## src/inc/tdmfc_pkg.sv

```systemverilog
// Package of register map, field layout and reset values for the transfer enable and frame tally bank.
`default_nettype none
package tdmfc_pkg;
   // ==========================================================================
   // Register byte offsets.
   localparam logic [9:0] TDMFC_XFER_CTRL_OFS = 10'h0c0;
   localparam logic [9:0] TDMFC_TX_TALLY_OFS = 10'h104;
   localparam logic [9:0] TDMFC_RX_TALLY_OFS = 10'h108;
   localparam logic [9:0] TDMFC_RX_GEOM_OFS = 10'h10c;
   localparam logic [9:0] TDMFC_SERIAL_CTRL_OFS = 10'h110;
   localparam int TDMFC_ADDR_W = 10;
   // ==========================================================================
   // Field layout and reset values.
   localparam int TDMFC_FLEN_W = 7;
   localparam logic [6:0] TDMFC_FLEN_RST = 7'h7f;
   localparam int TDMFC_TALLY_W = 24;
   localparam logic [23:0] TDMFC_TALLY_RST = 24'h000000;
   localparam logic TDMFC_ENABLE_RST = 1'h0;
   localparam int TDMFC_ENABLE_BIT = 0;
   localparam int TDMFC_RX_RUN_BIT = 0;
   localparam logic [31:0] TDMFC_ZERO = 32'h00000000;
   // Bus answer states.
   typedef enum logic [0:0] {TDMFC_IDLE, TDMFC_ACKED} tdmfc_bus_state_t;
endpackage : tdmfc_pkg
`default_nettype wire

```

## src/hdl/tdmfc_tally.sv

```systemverilog
// Free running 24-bit frame counter for one direction.
`timescale 1ns/1ps
`default_nettype none
module tdmfc_tally #(
   parameter int WIDTH = 24
) (
   // Clock and reset.
   input wire logic ref_clk,
   input wire logic rst,
   // Frame start pulse and count.
   input wire logic frame_start,
   output logic [WIDTH-1:0] count
);
   import tdmfc_pkg::*;
   logic [WIDTH-1:0] count_reg;
   logic [WIDTH-1:0] count_next;
   // ==========================================================================
   // Count frame starts, wrapping naturally from all ones to zero.
   always_comb begin
      count_next = count_reg;
      if (frame_start) begin
         count_next = count_reg + {{(WIDTH-1){1'b0}}, 1'b1};
      end
   end
   // Register the count; reset clears it.
   always_ff @(posedge ref_clk) begin
      if (rst) begin
         count_reg <= WIDTH'(TDMFC_TALLY_RST);
      end else begin
         count_reg <= count_next;
      end
   end
   assign count = count_reg;
endmodule : tdmfc_tally
`default_nettype wire

```

## src/hdl/tdmfc_top.sv

```systemverilog
// Register bank for transfer enable, receive frame length and frame tallies over classic Wishbone.
//
// The implementer's own choice: register access over Wishbone.
`timescale 1ns/1ps
`default_nettype none
// Behaviour
// - Rx frame length bits 6:0 mean n+1 slots
// - Rx frame length resets to 0x7F
// - Rx frame length writes ignored while receive runs
// - Enable bit 0 runs both units, resets 0
// - Read-only 24-bit tx tally, resets zero
// - Read-only 24-bit rx tally, resets zero
module tdmfc_top #(
   parameter int TALLY_W = 24
) (
   // Clock and reset.
   input wire logic ref_clk,
   input wire logic rst,
   // Wishbone slave.
   input wire logic wb_cyc_i,
   input wire logic wb_stb_i,
   input wire logic wb_we_i,
   input wire logic [tdmfc_pkg::TDMFC_ADDR_W-1:0] wb_adr_i,
   input wire logic [3:0] wb_sel_i,
   input wire logic [31:0] wb_dat_i,
   output logic [31:0] wb_dat_o,
   output logic wb_ack_o,
   // Frame starts from the serial side.
   input wire logic tx_frame_start,
   input wire logic rx_frame_start,
   // Control outputs.
   output logic transfer_units_enable,
   output logic [tdmfc_pkg::TDMFC_FLEN_W-1:0] rx_frame_length,
   output logic rx_serial_enable
);
   import tdmfc_pkg::*;
   // Bus answer state and registered read data.
   tdmfc_bus_state_t state_reg, state_next;
   logic ack_reg, ack_next;
   logic [31:0] dat_reg, dat_next;
   // Software visible control fields.
   logic enable_reg, enable_next;
   logic [TDMFC_FLEN_W-1:0] flen_reg, flen_next;
   logic rx_run_reg, rx_run_next;
   // Frame tallies from the two counters.
   logic [TALLY_W-1:0] tx_count;
   logic [TALLY_W-1:0] rx_count;
   // Request taken this cycle, and whether it writes.
   logic req;
   logic wr;
   // ==========================================================================
   // Frame tallies.
   tdmfc_tally #(.WIDTH(TALLY_W)) u_tx_tally (
      .ref_clk(ref_clk),
      .rst(rst),
      .frame_start(tx_frame_start),
      .count(tx_count)
   );
   tdmfc_tally #(.WIDTH(TALLY_W)) u_rx_tally (
      .ref_clk(ref_clk),
      .rst(rst),
      .frame_start(rx_frame_start),
      .count(rx_count)
   );
   // ==========================================================================
   // Bus decode: one answer per request, ack falls the cycle after.
   // A request is taken only while idle, so a master still holding cyc and stb in the ack cycle is not
   // answered twice. Writes land at the taking edge; read data is the value from before that edge.
   assign req = wb_cyc_i && wb_stb_i && (state_reg == TDMFC_IDLE);
   assign wr = req && wb_we_i;
   always_comb begin
      // Defaults: hold every field and give no answer.
      state_next = TDMFC_IDLE;
      ack_next = 1'b0;
      dat_next = dat_reg;
      enable_next = enable_reg;
      flen_next = flen_reg;
      rx_run_next = rx_run_reg;
      if (req) begin
         state_next = TDMFC_ACKED;
         ack_next = 1'b1;
         dat_next = TDMFC_ZERO;
         unique case (wb_adr_i)
            TDMFC_XFER_CTRL_OFS: begin
               dat_next[TDMFC_ENABLE_BIT] = enable_reg;
               if (wr && wb_sel_i[0]) begin
                  enable_next = wb_dat_i[TDMFC_ENABLE_BIT];
               end
            end
            TDMFC_TX_TALLY_OFS: begin
               dat_next[TALLY_W-1:0] = tx_count;
            end
            TDMFC_RX_TALLY_OFS: begin
               dat_next[TALLY_W-1:0] = rx_count;
            end
            TDMFC_RX_GEOM_OFS: begin
               dat_next[TDMFC_FLEN_W-1:0] = flen_reg;
               if (wr && wb_sel_i[0] && !rx_run_reg) begin
                  flen_next = wb_dat_i[TDMFC_FLEN_W-1:0];
               end
            end
            TDMFC_SERIAL_CTRL_OFS: begin
               dat_next[TDMFC_RX_RUN_BIT] = rx_run_reg;
               if (wr && wb_sel_i[0]) begin
                  rx_run_next = wb_dat_i[TDMFC_RX_RUN_BIT];
               end
            end
            default: begin
               dat_next = TDMFC_ZERO;
            end
         endcase
      end
   end
   // Register bus and control state.
   always_ff @(posedge ref_clk) begin
      if (rst) begin
         state_reg <= TDMFC_IDLE;
         ack_reg <= 1'b0;
         dat_reg <= TDMFC_ZERO;
         enable_reg <= TDMFC_ENABLE_RST;
         flen_reg <= TDMFC_FLEN_RST;
         rx_run_reg <= 1'b0;
      end else begin
         state_reg <= state_next;
         ack_reg <= ack_next;
         dat_reg <= dat_next;
         enable_reg <= enable_next;
         flen_reg <= flen_next;
         rx_run_reg <= rx_run_next;
      end
   end
   // Every output comes straight from a register.
   assign wb_ack_o = ack_reg;
   assign wb_dat_o = dat_reg;
   assign transfer_units_enable = enable_reg;
   assign rx_frame_length = flen_reg;
   assign rx_serial_enable = rx_run_reg;
   // ==========================================================================
   // Checks on the frame length, enable and frame tally fields.
   // Each property names its own clock; reset disables all but the two reset checks, which look back at it.
   property p_flen_reset;
      @(posedge ref_clk) $past(rst) |-> flen_reg == TDMFC_FLEN_RST;
   endproperty
   a_flen_reset: assert property (p_flen_reset) else $error("Frame length reset wrong.");
   property p_flen_protect;
      @(posedge ref_clk) disable iff (rst) rx_run_reg |=> flen_reg == $past(flen_reg);
   endproperty
   a_flen_protect: assert property (p_flen_protect) else $error("Frame length changed while receive ran.");
   property p_flen_write;
      @(posedge ref_clk) disable iff (rst)
         wr && wb_adr_i == TDMFC_RX_GEOM_OFS && wb_sel_i[0] && !rx_run_reg
         |=> flen_reg == $past(wb_dat_i[TDMFC_FLEN_W-1:0]);
   endproperty
   a_flen_write: assert property (p_flen_write) else $error("Frame length write lost.");
   property p_enable;
      @(posedge ref_clk) disable iff (rst)
         wr && wb_adr_i == TDMFC_XFER_CTRL_OFS && wb_sel_i[0] |=> transfer_units_enable == $past(wb_dat_i[0]);
   endproperty
   a_enable: assert property (p_enable) else $error("Enable write not applied.");
   property p_enable_reset;
      @(posedge ref_clk) $past(rst) |-> !transfer_units_enable;
   endproperty
   a_enable_reset: assert property (p_enable_reset) else $error("Enable not cleared by reset.");
   property p_tx_count;
      @(posedge ref_clk) disable iff (rst) tx_frame_start && !$past(rst) |=> tx_count == $past(tx_count) + 24'h000001;
   endproperty
   a_tx_count: assert property (p_tx_count) else $error("Transmit tally did not step.");
   property p_rx_hold;
      @(posedge ref_clk) disable iff (rst) !rx_frame_start |=> rx_count == $past(rx_count);
   endproperty
   a_rx_hold: assert property (p_rx_hold) else $error("Receive tally moved without a frame.");
   property p_tally_read;
      @(posedge ref_clk) disable iff (rst)
         req && wb_adr_i == TDMFC_RX_TALLY_OFS |=> wb_ack_o && wb_dat_o[31:24] == 8'h00 ##1 !wb_ack_o;
   endproperty
   a_tally_read: assert property (p_tally_read) else $error("Tally read answer wrong.");
   // Enable holds unless software writes the control register with lane 0.
   property p_enable_hold;
      @(posedge ref_clk) disable iff (rst)
         !(wr && wb_adr_i == TDMFC_XFER_CTRL_OFS && wb_sel_i[0]) |=> $stable(transfer_units_enable);
   endproperty
   a_enable_hold: assert property (p_enable_hold) else $error("Enable moved without a write.");
   // ==========================================================================
   // Checks on read answers.
   // Control read shows the enable bit alone; reserved bits stay zero.
   property p_ctrl_read;
      @(posedge ref_clk) disable iff (rst)
         req && wb_adr_i == TDMFC_XFER_CTRL_OFS |=> wb_dat_o == {31'h00000000, $past(enable_reg)};
   endproperty
   a_ctrl_read: assert property (p_ctrl_read) else $error("Control read answer wrong.");
   // Geometry read shows the frame length in the low bits and zeros above.
   property p_geom_read;
      @(posedge ref_clk) disable iff (rst)
         req && wb_adr_i == TDMFC_RX_GEOM_OFS |=> wb_dat_o == 32'($past(flen_reg));
   endproperty
   a_geom_read: assert property (p_geom_read) else $error("Geometry read answer wrong.");
   // Transmit tally read returns the count from the taking edge, upper bits zero.
   property p_tx_read;
      @(posedge ref_clk) disable iff (rst)
         req && wb_adr_i == TDMFC_TX_TALLY_OFS |=> wb_dat_o == 32'($past(tx_count));
   endproperty
   a_tx_read: assert property (p_tx_read) else $error("Transmit tally read answer wrong.");
   // Receive tally read returns the count from the taking edge, upper bits zero.
   property p_rx_read;
      @(posedge ref_clk) disable iff (rst)
         req && wb_adr_i == TDMFC_RX_TALLY_OFS |=> wb_dat_o == 32'($past(rx_count));
   endproperty
   a_rx_read: assert property (p_rx_read) else $error("Receive tally read answer wrong.");
   // ==========================================================================
   // Checks on the frame tallies.
   // Transmit tally holds between frame starts.
   property p_tx_hold;
      @(posedge ref_clk) disable iff (rst) !tx_frame_start |=> tx_count == $past(tx_count);
   endproperty
   a_tx_hold: assert property (p_tx_hold) else $error("Transmit tally moved without a frame.");
   // Receive tally steps by one on each frame start, wrapping from all ones.
   property p_rx_count;
      @(posedge ref_clk) disable iff (rst) rx_frame_start |=> rx_count == $past(rx_count) + {{(TALLY_W-1){1'b0}}, 1'b1};
   endproperty
   a_rx_count: assert property (p_rx_count) else $error("Receive tally did not step.");
   // Main scenarios worth seeing in a run.
   c_write_en: cover property (@(posedge ref_clk) wr && wb_adr_i == TDMFC_XFER_CTRL_OFS);
   c_read_rx_tally: cover property (@(posedge ref_clk) req && wb_adr_i == TDMFC_RX_TALLY_OFS);
   c_flen_applied: cover property (@(posedge ref_clk) wr && wb_adr_i == TDMFC_RX_GEOM_OFS && !rx_run_reg);
   c_blocked: cover property (@(posedge ref_clk) wr && wb_adr_i == TDMFC_RX_GEOM_OFS && rx_run_reg);
   c_wrap: cover property (@(posedge ref_clk) rx_frame_start && &rx_count);
endmodule : tdmfc_top
`default_nettype wire

```

## config.mk

```make
export PLATFORM = sky130hd
export DESIGN_NAME = tdmfc_top
export DESIGN_NICKNAME = d
export VERILOG_FILES = /design/src/inc/tdmfc_pkg.sv /design/src/hdl/tdmfc_tally.sv /design/src/hdl/tdmfc_top.sv
export SDC_FILE = /design/constraint.sdc
export NUM_CORES = 1
export LEC_CHECK = 0
export BUFFER_PORTS_ARGS = -buffer_cell sky130_fd_sc_hd__buf_2
export CAP_MARGIN = 30
export CELL_PAD_IN_SITES_DETAIL_PLACEMENT = 0
export CELL_PAD_IN_SITES_GLOBAL_PLACEMENT = 2
export CORE_AREA = 2 2 130 132
export CTS_CLUSTER_DIAMETER = 120
export CTS_CLUSTER_SIZE = 10
export DETAILED_ROUTE_END_ITERATION = 12
export DIE_AREA = 0 0 132 134
export GPL_TIMING_DRIVEN = 0
export PLACE_DENSITY = 0.65
export SYNTH_ARGS = -nofsm -noshare
export SYNTH_HDL_FRONTEND = slang
export SYNTH_HIERARCHICAL = 1
export SYNTH_SLANG_ARGS = --single-unit
export TNS_END_PERCENT = 50
```

## constraint.sdc

```tcl
create_clock -name ref_clk -period 5.81 [get_ports ref_clk]
set_input_delay 0.8715 -clock ref_clk [delete_from_list [all_inputs] [get_ports ref_clk]]
set_output_delay 0.8715 -clock ref_clk [all_outputs]
set_load 0.02 [all_outputs]
```

==> results.json, run 1 <==
{
  "design.portCount": 95,
  "slew_headroom": 0.5045,
  "wl_per_cell_microns": 14.83,
  "grt_overflow_total": 0,
  "critPathCaptureType": "register",
  "cts_buffers": 9,
  "cts_resized": 0,
  "crit_type": "in -> reg",
  "drt-pass1-iter-count": 4,
  "core-area_sq_mm": 0.01629,
  "nFillCells": 1746,
  "hpwlAfterDp_microns": 8374,
  "crit_arrival_ns": 2.73,
  "number_of_global_route_vias_before_repair": 3198,
  "grt_pass1_wl_microns": 17070,
  "worstSetupStartpointType": "input pin",
  "cp_top_family": "simple AND/OR/NAND/NOR gates",
  "finalClockSkew_ns": 0.007509,
  "max_cap_violations": 0,
  "htreeDepth": 3,
  "clk_pin_slew_worst_paths_ns": 0.06,
  "timing.critical_path.buf_inv": 3,
  "drc": 0,
  "synth_cells": 442,
  "finalHoldViolCount": 0,
  "grt_max_degree": 12,
  "worst_ir_drop_vdd_mv": 0.1330,
  "critical_path_peak_fanout": 10,
  "die_x_microns": 132,
  "flow.area_growth_from_synthesis_pct": 20.56,
  "status": "finished, final reports clean",
  "initial_core_util": 0.2447,
  "synth_enable_flop_cells": 0,
  "placed_area_sq_mm": 0.004558,
  "holdCritPathClass": "reg -> reg",
  "synth_warnings": 6,
  "die_area_sq_mm": 0.01769,
  "cpMaxStageDelayCell": "sky130_fd_sc_hd__nor4b_4",
  "postSynthAreaPerCell_sq_um": 9.019,
  "tightest_slew_ns": 0.7433,
  "port_buffers": 54,
  "number_of_antenna_violations_at_the_first_check_in_global_routing": 1,
  "synth.cell_area_sq_mm": 0.003986,
  "finalPower_mw": 1.186,
  "final.period_utilization": 0.4247,
  "antenna_violating_nets_post_route": 0,
  "final_period_minus_worst_setup_slack_ns": 2.467,
  "die_y_microns": 134,
  "antenna_cells": 0,
  "final_max_slew_viol_count": 0,
  "vias": 3411,
  "fin_tns_setup_ns": 0,
  "synth_sequential_area_ratio": 0.4118,
  "power.density_cell_area_mw_per_mm2": 246.7,
  "gpl_congestion": 0.7549,
  "setup_viol": 0,
  "layout-drive-gt1-share": 0.2388,
  "static-leakage-power_nw": 1.754,
  "required_ns": 6.08,
  "grt.total_usage": 0.1243,
  "layout.core_utilization": 0.2950,
  "post-cts-setup-buffers": 0,
  "root_buffer": "sky130_fd_sc_hd__clkbuf_16",
  "fmaxAchievable_mhz": 405.3,
  "cts_hold_repair.buffers": 0,
  "synth_top_flop_cell": "sky130_fd_sc_hd__dfxtp_1",
  "crit_path_frequent_cell": "sky130_fd_sc_hd__buf_6",
  "core.rowCount": 47,
  "final_design_area_no_fill_sq_mm": 0.004806,
  "synth_seq_cells": 82,
  "synth_cell_types": 45,
  "drtIter0Drc": 138,
  "vias_per_cell": 4.641,
  "cts_buffer_depth": 2,
  "critPathMaxStageDelay_ns": 0.54,
  "fin_nets": 569,
  "share_of_flip_flops_with_an_asynchronous_set_or_reset": 0,
  "tritoncts_clock_tree": "built",
  "crit_chain": "buf_2 > or4b_4 > buf_6 > nor4b_4 > buf_6 > a221oi_2 > nor3_2",
  "wire_length_after_detailed_routing_microns": 10900,
  "rsz0062_at_grt": "false",
  "cts_num_sinks": 82,
  "worst_skew_pair.late_latency_ns": 0.33
}
## worst paths after layout
check	slack, ns	cells past startpoint	end	start
setup / recovery	3.34	7	wb_dat_o[8]	wb_adr_i[7]
hold / removal	0.46	2	wb_dat_o[4]	wb_dat_o[4]
setup reg to reg	3.65	6	u_tx_tally/count[20]	u_tx_tally/count[0]
hold reg to reg	0.46	2	wb_dat_o[4]	wb_dat_o[4]
## synthesized netlist by cell type (10+ instances only)
cell	instances	area (sq um)
sky130_fd_sc_hd__dfxtp_1	82	1642
sky130_fd_sc_hd__nand4_1	15	93.84
sky130_fd_sc_hd__a21oi_1	20	100.1
sky130_fd_sc_hd__xnor2_1	14	122.6
sky130_fd_sc_hd__a221oi_2	10	150.1
sky130_fd_sc_hd__mux2i_1	11	110.1
sky130_fd_sc_hd__nor3_1	17	85.08
sky130_fd_sc_hd__nand3_1	19	95.09
sky130_fd_sc_hd__o21ai_0	18	90.09
sky130_fd_sc_hd__buf_4	10	75.07
sky130_fd_sc_hd__nor2_1	65	244.0
sky130_fd_sc_hd__clkbuf_1	17	63.81
sky130_fd_sc_hd__nand2_1	21	78.83
sky130_fd_sc_hd__xor2_1	10	87.58
sky130_fd_sc_hd__nor3_2	10	100.1
sky130_fd_sc_hd__or3_1	13	81.33
## layout by cell type (no fill, tap or decap), types with 9 or more instances in the layout
master,n
sky130_fd_sc_hd__o21ai_0,18
sky130_fd_sc_hd__nand4_1,15
sky130_fd_sc_hd__nor2_1,65
sky130_fd_sc_hd__xor2_1,10
sky130_fd_sc_hd__mux2i_1,11
sky130_fd_sc_hd__nor3_1,17
sky130_fd_sc_hd__a221oi_2,10
sky130_fd_sc_hd__dfxtp_1,82
sky130_fd_sc_hd__nand2_1,21
sky130_fd_sc_hd__or3_1,13
sky130_fd_sc_hd__clkbuf_16,9
sky130_fd_sc_hd__clkbuf_1,18
sky130_fd_sc_hd__buf_2,55
sky130_fd_sc_hd__xnor2_1,14
sky130_fd_sc_hd__mux2_2,9
sky130_fd_sc_hd__buf_4,10
sky130_fd_sc_hd__a21oi_1,20
sky130_fd_sc_hd__nand3_1,19
sky130_fd_sc_hd__nor3_2,10
## per-layer routing
metal  wire (microns)  vias up  track usage
met2             4746       85       0.1936
li1                 -     1734            -
met3              622       15      0.04535
met5               13        -            0
met4              217        2      0.03684
met1             5298     1575       0.1612
## cell type report
| cell class | instances | area (sq um) | area share |
|---|---|---|---|
| sequential | 82 | 1642 | 0.3416 |
| inverter | 5 | 18.77 | 0.003905 |
| buffer | 36 | 217.7 | 0.04530 |
| clock buffer | 11 | 242.7 | 0.05051 |
| clock inverter | 1 | 5.005 | 0.001041 |
| tap | 220 | 275.3 | 0.05728 |
| multi-input combinational | 326 | 2135 | 0.4442 |
| timing repair buffer | 54 | 270.3 | 0.05624 |
## kinds of logic (layout without fill, tap and decap cells)
family	count (synthesis)	after routing	synth area share
simple gates	200	200	0.2822
flops	82	82	0.4118
compound gates	72	72	0.1337
buf+inv	41	107	0.05932
xor+xnor	24	24	0.05273
mux	20	20	0.05305
fa+ha+maj	2	2	0.006276
other cells	1	8	0.0009407
## per-stage QoR
step           setup WS (ns)  cells  hold WS (ns)
6_report               3.343    735        0.4601
5_1_grt                3.244    735        0.5021
4_1_cts                3.367    735        0.4642
3_5_place_dp           3.013    723        0.4462
3_3_place_gp           3.040    723        0.4470
2_1_floorplan          3.353    449        0.4631
## where the power goes
part           switching [mW]  internal (mW)
clock network           0.213          0.291
registers             0.00918          0.573
logic                  0.0617         0.0384
total                   0.284          0.902
## worst register-to-register path: stages (launching register included)
cell and delay (ns):
sky130_fd_sc_hd__dfxtp_1 0.42, sky130_fd_sc_hd__ha_1 0.22, sky130_fd_sc_hd__nand3_1 0.18, sky130_fd_sc_hd__or4_1 0.44, sky130_fd_sc_hd__clkbuf_2 0.20, sky130_fd_sc_hd__or4_1 0.48, sky130_fd_sc_hd__a21oi_1 0.15
Power figures use the tool's default switching activity.
==> run 2: changes to the inputs <==
--- a/config.mk
+++ b/config.mk
@@ -5,17 +5,18 @@
 export SDC_FILE = /design/constraint.sdc
 export NUM_CORES = 1
 export LEC_CHECK = 0
+export ABC_AREA = 1
 export BUFFER_PORTS_ARGS = -buffer_cell sky130_fd_sc_hd__buf_2
 export CAP_MARGIN = 30
 export CELL_PAD_IN_SITES_DETAIL_PLACEMENT = 0
 export CELL_PAD_IN_SITES_GLOBAL_PLACEMENT = 2
-export CORE_AREA = 2 2 130 132
+export CORE_AREA = 2 2 137 139
 export CTS_CLUSTER_DIAMETER = 120
 export CTS_CLUSTER_SIZE = 10
 export DETAILED_ROUTE_END_ITERATION = 12
-export DIE_AREA = 0 0 132 134
+export DIE_AREA = 0 0 139 141
 export GPL_TIMING_DRIVEN = 0
-export PLACE_DENSITY = 0.65
+export PLACE_DENSITY = 0.72
 export SYNTH_ARGS = -nofsm -noshare
 export SYNTH_HDL_FRONTEND = slang
 export SYNTH_HIERARCHICAL = 1
==> constraint.sdc (replaced) <==
create_clock -name ref_clk -period 2.1 [get_ports ref_clk]
set_input_delay 0.315 -clock ref_clk [delete_from_list [all_inputs] [get_ports ref_clk]]
set_output_delay 0.315 -clock ref_clk [all_outputs]
set_load 0.02 [all_outputs]
==> run 2 against run 1 <==
  * Synthesized cell count rose by 50%
  * Final cell count rose by 33%
  * Routed wire length up 14%
  * Synthesized area grew 13%
  * Critical endpoint is now u_tx_tally/count[22]
  * Largest cell class unchanged
==> results.json, run 2 <==
{
  "status": "finished, final reports clean",
  "worst_r2r_startpoint": "u_tx_tally/count[0]",
  "hold_path_end": "rx_frame_length[4]",
  "antenna_violating_nets_post_route": 0,
  "final_design_area_no_fill_sq_mm": 0.005381,
  "final_instance_count_without_filler_cells": 976,
  "synth_warnings": 6,
  "max_cap_violations": 0,
  "post-synth-top-area-cell": "sky130_fd_sc_hd__dfxtp_1",
  "hpwlAfterDp_microns": 9823,
  "drt-pass1-iter-count": 4,
  "cts_num_sinks": 82,
  "cts_resized": 0,
  "wire_length_after_detailed_routing_microns": 12450,
  "hp-start": "wb_dat_i[4]",
  "crit_type": "reg -> reg",
  "design.portCount": 95,
  "cts_buffers": 9,
  "vias": 4178,
  "htreeDepth": 3,
  "grt_pass1_wl_microns": 20130,
  "grt_overflow_total": 0,
  "die_x_microns": 139,
  "synth_seq_cells": 82,
  "rsz0062_at_grt": "false",
  "worst_ir_drop_vdd_mv": 0.3882,
  "crit_arrival_ns": 1.66,
  "power.density_cell_area_mw_per_mm2": 637.2,
  "setup_viol": 0,
  "finalHoldViolCount": 0,
  "regToRegEndpoint": "u_tx_tally/count[22]",
  "post-cts-setup-buffers": 0,
  "clk_pin_slew_worst_paths_ns": 0.06,
  "wl_per_cell_microns": 12.76,
  "initial_core_util": 0.2456,
  "synth_top_area_cells": "sky130_fd_sc_hd__dfxtp_1 (37%), sky130_fd_sc_hd__nand2_1 (13%), sky130_fd_sc_hd__nand3_1 (10%)",
  "holdPathStages": 3,
  "vias_per_cell": 4.281,
  "root_buffer": "sky130_fd_sc_hd__clkbuf_16",
  "grt.total_usage": 0.1317,
  "cts_buffer_depth": 2,
  "synth_sequential_area_ratio": 0.3659,
  "die_y_microns": 141,
  "holdCritPathClass": "in -> reg",
  "setup.worst_path.start": "u_tx_tally/count[0]",
  "timing.reg2reg.setup_slack_ns": 0.68,
  "postSynthAreaPerCell_sq_um": 6.788,
  "tritoncts_clock_tree": "built",
  "synth_cell_types": 33,
  "grt_max_degree": 13,
  "static-leakage-power_nw": 2.365,
  "gpl_congestion": 0.7772,
  "worstRegToRegCells": 8,
  "core-area_sq_mm": 0.01827,
  "flow.area_growth_from_synthesis_pct": 19.94,
  "critPathCaptureType": "register",
  "antenna_cells": 0,
  "drtIter0Drc": 134,
  "final.period_utilization": 0.6748,
  "placed_area_sq_mm": 0.005096,
  "fin_tns_setup_ns": 0,
  "tightest_slew_ns": 0.5605,
  "number_of_antenna_violations_at_the_first_check_in_global_routing": 0,
  "synth.cell_area_sq_mm": 0.004487,
  "netlist.area_leader.share": 0.3659,
  "worstSetupStartpointType": "register",
  "slew_headroom": 0.6263,
  "synth_cells": 661,
  "core.rowCount": 50,
  "synth_top_flop_cell": "sky130_fd_sc_hd__dfxtp_1",
  "yosysMostFrequentCell": "sky130_fd_sc_hd__nand2_1",
  "port_buffers": 58,
  "final_max_slew_viol_count": 0,
  "synth_enable_flop_cells": 0,
  "required_ns": 2.34,
  "post_synth_most_frequent_cells": "sky130_fd_sc_hd__nand2_1 (150), sky130_fd_sc_hd__nor2_1 (122), sky130_fd_sc_hd__nand3_1 (92)",
  "leading_cell_type_in_the_layout_fill_and_taps_excluded": "sky130_fd_sc_hd__nand2_1",
  "mostFrequentLayoutCells": "sky130_fd_sc_hd__nand2_1 (150), sky130_fd_sc_hd__nor2_1 (122), sky130_fd_sc_hd__nand3_1 (92), sky130_fd_sc_hd__dfxtp_1 (82), sky130_fd_sc_hd__buf_2 (66)",
  "share_of_flip_flops_with_an_asynchronous_set_or_reset": 0,
  "layout-drive-gt1-share": 0.2035,
  "critical_path_peak_fanout": 8,
  "worst_skew_pair.late_latency_ns": 0.35,
  "finalClockSkew_ns": 0.009106,
  "cts_hold_repair.buffers": 0,
  "number_of_global_route_vias_before_repair": 3980,
  "numPlacedInstances": 960,
  "drc": 0,
  "finalPower_mw": 3.429,
  "die_area_sq_mm": 0.01960,
  "fmaxAchievable_mhz": 705.7,
  "fin_nets": 792,
  "final_period_minus_worst_setup_slack_ns": 1.417
}
-- run 2: how the worst max path moves through the flow --
stage | to | slack, ns
floorplan | wb_dat_o[19] | 0.86
global placement | wb_dat_o[18] | 0.36
detailed placement | wb_dat_o[23] | 0.33
CTS | u_rx_tally/count[22] | 0.66
global route | u_rx_tally/count[22] | 0.51
finish | u_tx_tally/count[22] | 0.68
-- run 2: kinds of logic (layout without fill, tap and decap cells) --
logic type	Yosys count	count (layout)	synth area share
buffers and inverters	88	162	0.09147
AND/OR/NAND/NOR	426	426	0.4562
adder cells (fa/ha/maj)	2	2	0.005576
XOR/XNOR	4	4	0.007807
flip-flops	82	82	0.3659
AO/OA/AOI/OAI	58	58	0.07223
other	1	8	0.0008358
-- run 2: metal layers --
layer	vias up	track usage	routed length (microns)
met3	7	0.02615	422
met1	1892	0.1697	5803
met4	0	0.04466	131
met2	40	0.2212	6093
met5	-	0	0
li1	2239	-	-
-- run 2: layout make-up --
class / instances / area (sq um)
Inverter: 62 / 237.7
Sequential cell: 82 / 1642
Clock inverter: 1 / 7.507
Multi-Input combinational cell: 498 / 2461
Clock buffer: 15 / 277.8
Buffer: 26 / 172.7
Fill cell: 2081 / 12890
Timing Repair Buffer: 58 / 290.3
Tap cell: 234 / 292.8
-- run 2: critical path, stage by stage, from the launching register on --
cell	delay [ns]
sky130_fd_sc_hd__dfxtp_1	0.43
sky130_fd_sc_hd__ha_1	0.19
sky130_fd_sc_hd__nand2_2	0.10
sky130_fd_sc_hd__nor2_8	0.17
sky130_fd_sc_hd__nand2_1	0.08
sky130_fd_sc_hd__nor2_2	0.14
sky130_fd_sc_hd__nand3_1	0.09
sky130_fd_sc_hd__nand2_1	0.06
sky130_fd_sc_hd__nor2_1	0.03
-- run 2: power by group --
| group | switching (mW) | internal [mW] |
|---|---|---|
| logic | 0.178 | 0.0949 |
| registers | 0.0224 | 1.58 |
| clock network | 0.648 | 0.901 |
| total | 0.848 | 2.58 |
-- run 2: per-stage QoR --
step	util	hold WS [ns]	setup WS, ns
6_report	0.2946	0.1761	0.6830
5_1_grt	0.2946	0.1750	0.5147
4_1_cts	0.2946	0.1694	0.6631
3_5_place_dp	0.2790	0.4554	0.3311
3_3_place_gp	0.2790	0.4555	0.3550
2_1_floorplan	-	0.3874	0.8564
==> run 3: changes to the inputs <==
==> constraint.sdc (replaced) <==
create_clock -name ref_clk -period 1.3 [get_ports ref_clk]
set_input_delay 0.195 -clock ref_clk [delete_from_list [all_inputs] [get_ports ref_clk]]
set_output_delay 0.195 -clock ref_clk [all_outputs]
set_load 0.02 [all_outputs]
==> run 3 against run 2 <==
  * Critical path depth unchanged
  * Core utilization increased by 1.7 points
  * Die area unchanged
  * Final area increased by 5.8%
  * Maximum frequency increased by 12%
  * Highest routed layer unchanged
  * Worst setup slack got worse by 0.65 ns
  * Final cell count increased by 1.8%
  * Count of clock-buffer cells in the layout unchanged
  * Clock power increased by 61%
  * Via count increased by 2.0%
  * Routed wire length increased by 1.4%
==> results.json, run 3 (synthesized netlist as in run 2, its figures left out) <==
{
  "status": "finished, final reports clean",
  "crit_arrival_ns": 1.51,
  "cts_hold_repair.buffers": 0,
  "wl_per_cell_microns": 12.71,
  "timing.critical_path.buf_inv": 0,
  "tightest_slew_ns": 0.5112,
  "cp_top_family": "simple AND/OR/NAND/NOR gates",
  "htreeDepth": 3,
  "finalHoldViolCount": 0,
  "final_max_slew_viol_count": 0,
  "holdCritPathClass": "in -> reg",
  "cts_num_sinks": 82,
  "vias_per_cell": 4.289,
  "max_cap_violations": 0,
  "hold_path_end": "rx_frame_length[4]",
  "leading_cell_type_in_the_layout_fill_and_taps_excluded": "sky130_fd_sc_hd__nand2_1",
  "wire_length_after_detailed_routing_microns": 12630,
  "fin_tns_setup_ns": 0,
  "slew_headroom": 0.6592,
  "power.density_cell_area_mw_per_mm2": 980.6,
  "required_ns": 1.54,
  "design.portCount": 95,
  "tritoncts_clock_tree": "built",
  "holdPathStages": 3,
  "hpwlAfterDp_microns": 9823,
  "number_of_antenna_violations_at_the_first_check_in_global_routing": 0,
  "antenna_cells": 0,
  "groute.layer.met1.usage": 0.1703,
  "gr-max-usage-layer": "met2",
  "flow.area_growth_from_synthesis_pct": 26.88,
  "vias": 4263,
  "worstRegToRegCells": 8,
  "clk_pin_slew_worst_paths_ns": 0.06,
  "numPlacedInstances": 960,
  "static-leakage-power_nw": 2.501,
  "critical_path_peak_fanout": 6,
  "worst_skew_pair.late_latency_ns": 0.35,
  "initial_core_util": 0.2456,
  "worst_r2r_startpoint": "u_rx_tally/count[0]",
  "grt_overflow_total": 0,
  "final_period_minus_worst_setup_slack_ns": 1.267,
  "crit_path_frequent_cell": "sky130_fd_sc_hd__nand2_1",
  "rsz0062_at_grt": "true",
  "worstSetupStartpointType": "register",
  "gpl_congestion": 0.7772,
  "fmaxAchievable_mhz": 789.2,
  "final_instance_count_without_filler_cells": 994,
  "fin_nets": 810,
  "mostFrequentLayoutCells": "sky130_fd_sc_hd__nand2_1 (143), sky130_fd_sc_hd__nor2_1 (111), sky130_fd_sc_hd__nand3_1 (91), sky130_fd_sc_hd__buf_2 (63), sky130_fd_sc_hd__inv_1 (58)",
  "grt_max_degree": 13,
  "cts_buffer_depth": 2,
  "timing.reg2reg.setup_slack_ns": 0.03,
  "final.period_utilization": 0.9747,
  "port_buffers": 58,
  "grt.total_usage": 0.1328,
  "core.rowCount": 50,
  "setup_viol": 0,
  "crit_type": "reg -> reg",
  "regToRegEndpoint": "u_rx_tally/count[18]",
  "number_of_global_route_vias_before_repair": 4024,
  "cpMaxStageDelayCell": "sky130_fd_sc_hd__dfxtp_4",
  "drtIter0Drc": 141,
  "finalClockSkew_ns": 0.009803,
  "cts_buffers": 9,
  "drc": 0,
  "core-area_sq_mm": 0.01827,
  "hp-start": "wb_dat_i[4]",
  "die_x_microns": 139,
  "grt_util_met2": 0.2243,
  "root_buffer": "sky130_fd_sc_hd__clkbuf_16",
  "antenna_violating_nets_post_route": 0,
  "crit_chain": "ha_2 > nand2_4 > nor2_8 > nand3_2 > nor2_2 > nand2_1 > nand2_1 > nor2_1",
  "critPathCaptureType": "register",
  "die_area_sq_mm": 0.01960,
  "worst_ir_drop_vdd_mv": 0.6172,
  "critPathMaxStageDelay_ns": 0.35,
  "layout-drive-gt1-share": 0.2974,
  "grt.met3_usage": 0.02615,
  "die_y_microns": 141,
  "drt-pass1-iter-count": 4,
  "grt_pass1_wl_microns": 20330
}
[run 3: cell count changes in the layout (fill, tap and decap cells not counted), moves of 3 or more]
cell	previous run	this run
sky130_fd_sc_hd__nand2_4	4	7
sky130_fd_sc_hd__nor2_4	7	14
sky130_fd_sc_hd__nor2_2	16	20
sky130_fd_sc_hd__dfxtp_4	0	3
sky130_fd_sc_hd__dfxtp_2	0	31
sky130_fd_sc_hd__nor2_1	122	111
sky130_fd_sc_hd__nand2_2	16	20
sky130_fd_sc_hd__dfxtp_1	82	48
sky130_fd_sc_hd__buf_6	1	4
sky130_fd_sc_hd__buf_4	11	29
sky130_fd_sc_hd__buf_2	66	63
sky130_fd_sc_hd__nand2_1	150	143
[run 3: worst max-delay path by stage]
stage,to,cells after the start,slack (ns),startpoint
finish,u_rx_tally/count[18],8,0.03,u_rx_tally/count[0]
global route,u_tx_tally/count[18],7,-0.04,u_tx_tally/count[2]
CTS,u_rx_tally/count[22],8,-0.005,u_rx_tally/count[0]
detailed placement,wb_dat_o[23],6,-0.35,rst
global placement,wb_dat_o[18],6,-0.32,rst
floorplan,u_rx_tally/count[22],8,0.08,u_rx_tally/count[0]
[run 3: report_power, final]
group	internal [mW]	total [mW]	switching, mW
Clock	1.46	2.50	1.04
Combinational	0.191	0.498	0.307
Sequential	2.56	2.59	0.0310
[run 3: per-stage QoR]
stage / utilization / total power [mW] / cell area (sq um) / hold slack, ns / setup WS, ns
after global routing: 0.3116 / 5.848 / 5693 / 0.05512 / -0.04491
after global placement: 0.2790 / 3.093 / 5096 / 0.4041 / -0.3250
after detailed placement: 0.2790 / 3.101 / 5096 / 0.4097 / -0.3489
after CTS: 0.3008 / 5.648 / 5495 / 0.04944 / -0.004848
final: 0.3116 / 5.582 / 5693 / 0.05698 / 0.03283
after floorplan: - / 2.940 / 4513 / 0.2674 / 0.07816
[run 3: area by class of cell]
cell class / instances / area (sq um)
flip-flops and latches: 82 / 1692
multi-input cells: 498 / 2564
plain buffers: 26 / 185.2
clock inverters: 1 / 7.507
clock buffers: 15 / 277.8
well taps: 234 / 292.8
fillers: 2057 / 12570
inverters: 62 / 241.5
repair buffers: 76 / 432.9
[run 3: what timing repair did]
item,4_1_cts,5_1_grt
endpoints found under the setup margin,50,57
setup buffers,8,10
pin swaps,7,17
gates resized for setup,22,57
[run 3: tightest hold or removal path: stages]
cell and delay [ns]:
sky130_fd_sc_hd__buf_2 0.08, sky130_fd_sc_hd__nand2_1 0.05, sky130_fd_sc_hd__nand3_1 0.05
[run 3: layer usage]
layer	part of all wire	vias to the layer above
met5	0	-
met4	0.015	0
met3	0.027	13
met2	0.49	34
met1	0.47	1943
li1	-	2273
